**config.mk**
```make
export PLATFORM = sky130hd
export DESIGN_NAME = bsrs_supervisor
export DESIGN_NICKNAME = d
export VERILOG_FILES = /design/src/verilog/bsrs_pkg.sv /design/src/verilog/bsrs_supervisor.sv
export SDC_FILE = /design/constraint.sdc
export NUM_CORES = 1
export LEC_CHECK = 0
export ABC_CLOCK_PERIOD_IN_PS = 3550
export BUFFER_PORTS_ARGS = -buffer_cell sky130_fd_sc_hd__buf_2
export CORE_MARGIN = 2
export CORE_UTILIZATION = 25
export DETAILED_ROUTE_END_ITERATION = 8
export GPL_ROUTABILITY_DRIVEN = 1
export SYNTH_ARGS = -nofsm -noshare
export SYNTH_HDL_FRONTEND = slang
export SYNTH_SLANG_ARGS = --single-unit
```
**constraint.sdc**
```tcl
create_clock -name core_clk -period 3.55 [get_ports core_clk]
set_clock_uncertainty 0.2 [all_clocks]
set_input_delay 0 -clock core_clk [delete_from_list [all_inputs] [get_ports core_clk]]
set_output_delay 0 -clock core_clk [all_outputs]
set_load 0.005 [all_outputs]
```
**src/verilog/bsrs_pkg.sv**
```systemverilog
package bsrs_pkg;

  // Clock and timing figures
  localparam int unsigned CLK_PERIOD_NS  = 100;
  localparam int unsigned POR_TIME_MS    = 700;
  localparam int unsigned POR_CYCLES_DEF = POR_TIME_MS * 1000000 / CLK_PERIOD_NS;
  localparam int unsigned MAN_DIV        = 4;
  localparam int unsigned DBNC_DIV       = 32;
  localparam int unsigned GLITCH_TIME_NS = 5000;
  localparam int unsigned GLITCH_CYCLES  = (GLITCH_TIME_NS + CLK_PERIOD_NS - 1) / CLK_PERIOD_NS;

  // Counter widths and number of comparator inputs
  localparam int unsigned CNT_W  = 23;
  localparam int unsigned FILT_W = 6;
  localparam int unsigned NSENSE = 4;

  // Reset values
  localparam logic [NSENSE-1:0] SENSE_RST = 4'h0;

  // Comparator results, high when the named condition holds
  typedef struct packed {
    logic fresh_above;   // fresh_batt_or_manual_in above main_threshold_ref
    logic manual_below;  // fresh_batt_or_manual_in below manual_trip_level
    logic dead_above;    // dead_batt_sense above main_threshold_ref
    logic low_above;     // low_batt_sense above warn_threshold_ref
  } bsrs_sense_type;

  // Open-drain pin: output level and output enable
  typedef struct packed {
    logic o;
    logic oe;
  } bsrs_od_pin_type;

  // Sequencer states
  typedef enum logic [2:0] {
    ST_WAIT_POR = 3'h0,
    ST_POR      = 3'h1,
    ST_RUN      = 3'h2,
    ST_DBNC     = 3'h3,
    ST_MAN      = 3'h4,
    ST_HOLD     = 3'h5,
    ST_DEAD     = 3'h6,
    ST_DEAD_ARM = 3'h7
  } bsrs_state_type;

endpackage : bsrs_pkg

```
**src/verilog/bsrs_supervisor.sv**
```systemverilog
`timescale 1ns/1ns
module bsrs_supervisor #(
  parameter int unsigned POR_CYCLES = bsrs_pkg::POR_CYCLES_DEF
) (
  // Clock and reset
  input  wire logic                     core_clk,
  input  wire logic                     resetn,
  // Comparator results
  input  wire bsrs_pkg::bsrs_sense_type sense_in,
  // Open-drain outputs
  output bsrs_pkg::bsrs_od_pin_type     sys_reset_n,
  output bsrs_pkg::bsrs_od_pin_type     power_off_n,
  output bsrs_pkg::bsrs_od_pin_type     low_batt_warn_n
);

  localparam int unsigned W = bsrs_pkg::CNT_W;
  localparam logic [W-1:0] POR_LAST  = W'(POR_CYCLES - 1);
  localparam logic [W-1:0] MAN_LAST  = W'(POR_CYCLES / bsrs_pkg::MAN_DIV - 1);
  localparam logic [W-1:0] DBNC_LAST = W'(POR_CYCLES / bsrs_pkg::DBNC_DIV - 1);
  localparam logic [bsrs_pkg::FILT_W-1:0] FILT_LAST =
    bsrs_pkg::FILT_W'(bsrs_pkg::GLITCH_CYCLES - 1);

  logic [bsrs_pkg::NSENSE-1:0] sync1_q;
  logic [bsrs_pkg::NSENSE-1:0] sync2_q;
  logic [bsrs_pkg::NSENSE-1:0] filt_q;
  bsrs_pkg::bsrs_sense_type    sense_f;
  bsrs_pkg::bsrs_state_type    state_q;
  bsrs_pkg::bsrs_state_type    state_d;
  logic [W-1:0]                cnt_q;
  logic                        rst_oe_q;
  logic                        pof_oe_q;
  logic                        warn_oe_q;

  //////////////////////////////////////////////////////////////////////////////
  // Input conditioning

  // Two-flop synchronisers; only the second stage feeds the filters
  always_ff @(posedge core_clk or negedge resetn) begin
    if (!resetn) begin
      sync1_q <= bsrs_pkg::SENSE_RST;
      sync2_q <= bsrs_pkg::SENSE_RST;
    end else begin
      sync1_q <= sense_in;
      sync2_q <= sync1_q;
    end
  end

  // Glitch filter: a level must persist a full window before it is believed
  genvar gi;
  generate
    for (gi = 0; gi < bsrs_pkg::NSENSE; gi++) begin : g_filt
      logic [bsrs_pkg::FILT_W-1:0] fcnt_q;
      always_ff @(posedge core_clk or negedge resetn) begin
        if (!resetn) begin
          fcnt_q      <= '0;
          filt_q[gi]  <= bsrs_pkg::SENSE_RST[gi];
        end else if (sync2_q[gi] == filt_q[gi]) begin
          fcnt_q <= '0;
        end else if (fcnt_q == FILT_LAST) begin
          fcnt_q     <= '0;
          filt_q[gi] <= sync2_q[gi];
        end else begin
          fcnt_q <= fcnt_q + 1'b1;
        end
      end
    end
  endgenerate

  assign sense_f = bsrs_pkg::bsrs_sense_type'(filt_q);

  //////////////////////////////////////////////////////////////////////////////
  // Sequencer

  // Next state; the dead-battery check outranks everything once powered
  always_comb begin
    state_d = state_q;
    unique case (state_q)
      bsrs_pkg::ST_WAIT_POR: begin
        if (sense_f.fresh_above) state_d = bsrs_pkg::ST_POR;
      end
      bsrs_pkg::ST_POR: begin
        // Manual requests are not looked at while the pulse runs
        if (!sense_f.dead_above) state_d = bsrs_pkg::ST_DEAD;
        else if (cnt_q == POR_LAST) state_d = bsrs_pkg::ST_RUN;
      end
      bsrs_pkg::ST_RUN: begin
        // Fresh level is ignored here; only dead and manual matter
        if (!sense_f.dead_above) state_d = bsrs_pkg::ST_DEAD;
        else if (sense_f.manual_below) state_d = bsrs_pkg::ST_DBNC;
      end
      bsrs_pkg::ST_DBNC: begin
        if (!sense_f.dead_above) state_d = bsrs_pkg::ST_DEAD;
        else if (!sense_f.manual_below) state_d = bsrs_pkg::ST_RUN;
        else if (cnt_q == DBNC_LAST) state_d = bsrs_pkg::ST_MAN;
      end
      bsrs_pkg::ST_MAN: begin
        if (!sense_f.dead_above) state_d = bsrs_pkg::ST_DEAD;
        else if (cnt_q == MAN_LAST) state_d = bsrs_pkg::ST_HOLD;
      end
      bsrs_pkg::ST_HOLD: begin
        // Held switch waits here so the pulse is neither stretched nor repeated
        if (!sense_f.dead_above) state_d = bsrs_pkg::ST_DEAD;
        else if (!sense_f.manual_below) state_d = bsrs_pkg::ST_RUN;
      end
      bsrs_pkg::ST_DEAD: begin
        // Need the fresh input low first so a stale high is not a new event
        if (!sense_f.fresh_above) state_d = bsrs_pkg::ST_DEAD_ARM;
      end
      bsrs_pkg::ST_DEAD_ARM: begin
        if (sense_f.fresh_above) state_d = bsrs_pkg::ST_POR;
      end
    endcase
  end

  // State register
  always_ff @(posedge core_clk or negedge resetn) begin
    if (!resetn) state_q <= bsrs_pkg::ST_WAIT_POR;
    else         state_q <= state_d;
  end

  // One shared counter times debounce, manual and power-on intervals
  always_ff @(posedge core_clk or negedge resetn) begin
    if (!resetn)               cnt_q <= '0;
    else if (state_d != state_q) cnt_q <= '0;
    else                       cnt_q <= cnt_q + 1'b1;
  end

  //////////////////////////////////////////////////////////////////////////////
  // Outputs

  // Reset and power-off pull-downs registered from the next state
  always_ff @(posedge core_clk or negedge resetn) begin
    if (!resetn) begin
      rst_oe_q <= 1'b1;
      pof_oe_q <= 1'b0;
    end else begin
      rst_oe_q <= state_d inside {bsrs_pkg::ST_WAIT_POR, bsrs_pkg::ST_POR,
                                  bsrs_pkg::ST_MAN, bsrs_pkg::ST_DEAD,
                                  bsrs_pkg::ST_DEAD_ARM};
      pof_oe_q <= state_d inside {bsrs_pkg::ST_DEAD,
                                  bsrs_pkg::ST_DEAD_ARM};
    end
  end

  // Warning follows its own comparator and touches nothing else
  always_ff @(posedge core_clk or negedge resetn) begin
    if (!resetn) warn_oe_q <= 1'b0;
    else         warn_oe_q <= !sense_f.low_above;
  end

  // Pins only ever pull low; the pull-up is outside
  assign sys_reset_n     = '{o: 1'b0, oe: rst_oe_q};
  assign power_off_n     = '{o: 1'b0, oe: pof_oe_q};
  assign low_batt_warn_n = '{o: 1'b0, oe: warn_oe_q};
endmodule : bsrs_supervisor

```
==> out/results.ini <==
[run_status]
status=finished clean

[sta]
post-route-period-util=0.814
worst_slack_ns=0.660
fin_crit_ns=2.89
drv_slew=0
worst_pin_slew_ns=0.877
hold_viol_final=0
relSlewSlack=0.416
finalSetupViolations=0
rsz0062_at_grt=false
setup_tns_ns=0
clock.fmax_mhz=346

[cells_and_area]
antenna_cells=0
regArea_mm2=0.00163
fin_nets=350
multiInputGateArea_mm2=0.00166
fin_area_mm2=0.00397
drive_above_1_share=0.192
fillers=1372
syn_to_final_growth_pct=15.0
final_util=0.298
final_cells=515

[run]
cap_violations=0

[drt]
ant_nets=0
vias_per_cell=4.60
vias=2371
routed_wl_mm=6.47
route.detailed.drc=0
firstDrtPassIters=4
drt_iter0_markers=131
routedWlPerCell_um=12.6

[synthesis]
synth_cell_types=51
seq_area_frac_synth=0.471
yosys.area.top_type=dfrtp_1
synth.most_common_cell=dfrtp_1
ys_top_cells_by_count=dfrtp_1 (64), nor2_1 (42), nand2_1 (21), xnor2_1 (21), xor2_1 (21)
avgSynthCellArea_um2=10.7
ys.flop_type=dfrtp_1
async_reset_ff_frac=1.00
synthCells=322
ys_ff_latch=65
synth_edf_count=0
syn-cell-area_mm2=0.00345
yosysTopAreaCellShare=0.464
synth_area_leaders=dfrtp_1 (46%), nor4_2 (7.2%), xnor2_1 (5.3%)
ys_warn_count=0

[worst_setup_path]
endpoint_kind=flip-flop
start_kind=flip-flop
critPathMaxFanout=23
worst-setup-path-type=reg2reg
critical_path_arrival_ns=2.87
worstPathRequired_ns=3.53

[floorplanning]
die-area_mm2=0.0148
die_w_um=122
ios=12
core.rowCount=42
core_mm2=0.0133
die_height_um=122
start_util=0.259

[power]
ir_worst_vdd_mv=0.154
power.density_mw_per_mm2=435
cellLeakagePower_nw=1.59

[hold_path]
holdCritPathClass=in2reg

[placed_design]
portBuffers=8
gp_congestion=0.829
placed_cell_area_mm2=0.00361
hpwl_mm=4.41
place_inst=494
place_ws_ns=0.703

[clock_tree]
cts_tree=built
htree_num_levels=3
clock_latency_ns=0.33
max-clock-path-buffers=2
cts_num_sinks=65
clock-root-buffer=clkbuf_16
cts_made_buffers=9
clkTransAtPathRegs_ns=0.06

[global_route]
grt_pass1_vias=2429
grt_overflow=0
grt_max_degree=39
grt_pass1_wl_mm=11.7
antenna_found_initial=0
grt.total_usage=0.0993

==> kinds of logic (layout without fill, tap and decap cells) <==
group | Yosys count | count (layout) | synth area share
XOR/XNOR | 42 | 42 | 0.106
AND/OR/NAND/NOR | 150 | 150 | 0.267
AO/OA/AOI/OAI | 21 | 21 | 0.0525
flip-flops | 65 | 65 | 0.471
buffers and inverters | 28 | 43 | 0.0496
other | 1 | 3 | 0.00109
multiplexers | 5 | 5 | 0.0163
adder cells (fa/ha/maj) | 10 | 10 | 0.0362
==> through the flow <==
stage	total power [mW]	hold slack (ns)
after CTS	1.75	0.0968
after global routing	1.80	0.0998
after floorplan	0.807	-0.496
final	1.73	0.103
after global placement	0.829	-0.0901
after detailed placement	0.831	-0.0878
==> cells in the final DEF, fill, tap and decap left out, types with 2 or more instances in the layout <==
cell and instances:
inv_1 11, xor2_1 21, nor4b_1 2, buf_4 3, dlygate4sd3_1 5, mux2_2 5
xnor2_1 21, o21ai_0 4, a21oi_1 4, dfrtp_1 64, nor4_2 20, nor4_1 3
clkinvlp_4 2, nor3b_1 2, nand3_1 20, nand2_1 21, nor4bb_1 3, and3_1 3
nor3_1 5, nand4_1 13, and4_1 2, and2_1 4, ha_1 10, o211ai_1 2
conb_1 3, nor2_1 42, buf_2 8, clkbuf_16 9, inv_6 3
==> path summary, 6_finish.rpt <==
check / startpoint / end / slack, ns / depth (start not counted)
max: state_q[2]$_DFF_PN0_ / cnt_q[2]$_DFF_PN0_ / 0.66 / 7
min: sense_in[2] / sync1_q[2]$_DFF_PN0_ / 0.10 / 2
max reg2reg: state_q[2]$_DFF_PN0_ / cnt_q[2]$_DFF_PN0_ / 0.66 / 7
min reg2reg: sync1_q[3]$_DFF_PN0_ / sync2_q[3]$_DFF_PN0_ / 0.15 / 0
max in group asynchronous: resetn / rst_oe_q$_DFF_PN1_ / 2.10 / 3
min in group asynchronous: resetn / g_filt[2].fcnt_q[1]$_DFF_PN0_ / 0.13 / 2
==> power by group <==
group	internal [mW]	switching, mW
Sequential	0.757	0.0129
Clock	0.555	0.352
Combinational	0.0191	0.0311
==> routing by layer <==
layer  GRT usage  share of wire  vias up
met1       0.127           0.47     1155
met4      0.0510          0.030        0
met2       0.157           0.47       44
met5           0              0        -
li1            -              -     1151
met3      0.0234          0.032       21
==> flip-flops by register name, indices dropped and copies added, names as in the netlist <==
| name | count |
|---|---|
| cnt_q | 23 |
| filt_q | 4 |
| g_filt.fcnt_q | 24 |
| pof_oe_q | 1 |
| rst_oe_q | 1 |
| state_q | 3 |
| sync1_q | 4 |
| sync2_q | 4 |
| warn_oe_q | 1 |
==> critical path: stages, from the launching register on <==
cell     delay [ns]
dfrtp_1        0.60
nand2_1        0.08
or4_1          0.41
or4_4          0.57
o211a_1        0.25
a31oi_4        0.13
buf_4          0.35
nor4_1         0.12
==> layout make-up <==
class                           instances  share of cell area
Timing Repair Buffer                   16              0.0283
Multi-Input combinational cell        231               0.419
Inverter                               11              0.0104
Tap cell                              176              0.0554
Clock buffer                            9              0.0567
Clock inverter                          7              0.0208
Sequential cell                        65               0.410
==> what timing repair did <==
item,4_1_cts,5_1_grt
setup buffers,0,0
resized for setup,0,0
hold endpoints to repair,41,0
hold buffers,5,0
(Power assumes the default switching activity.)
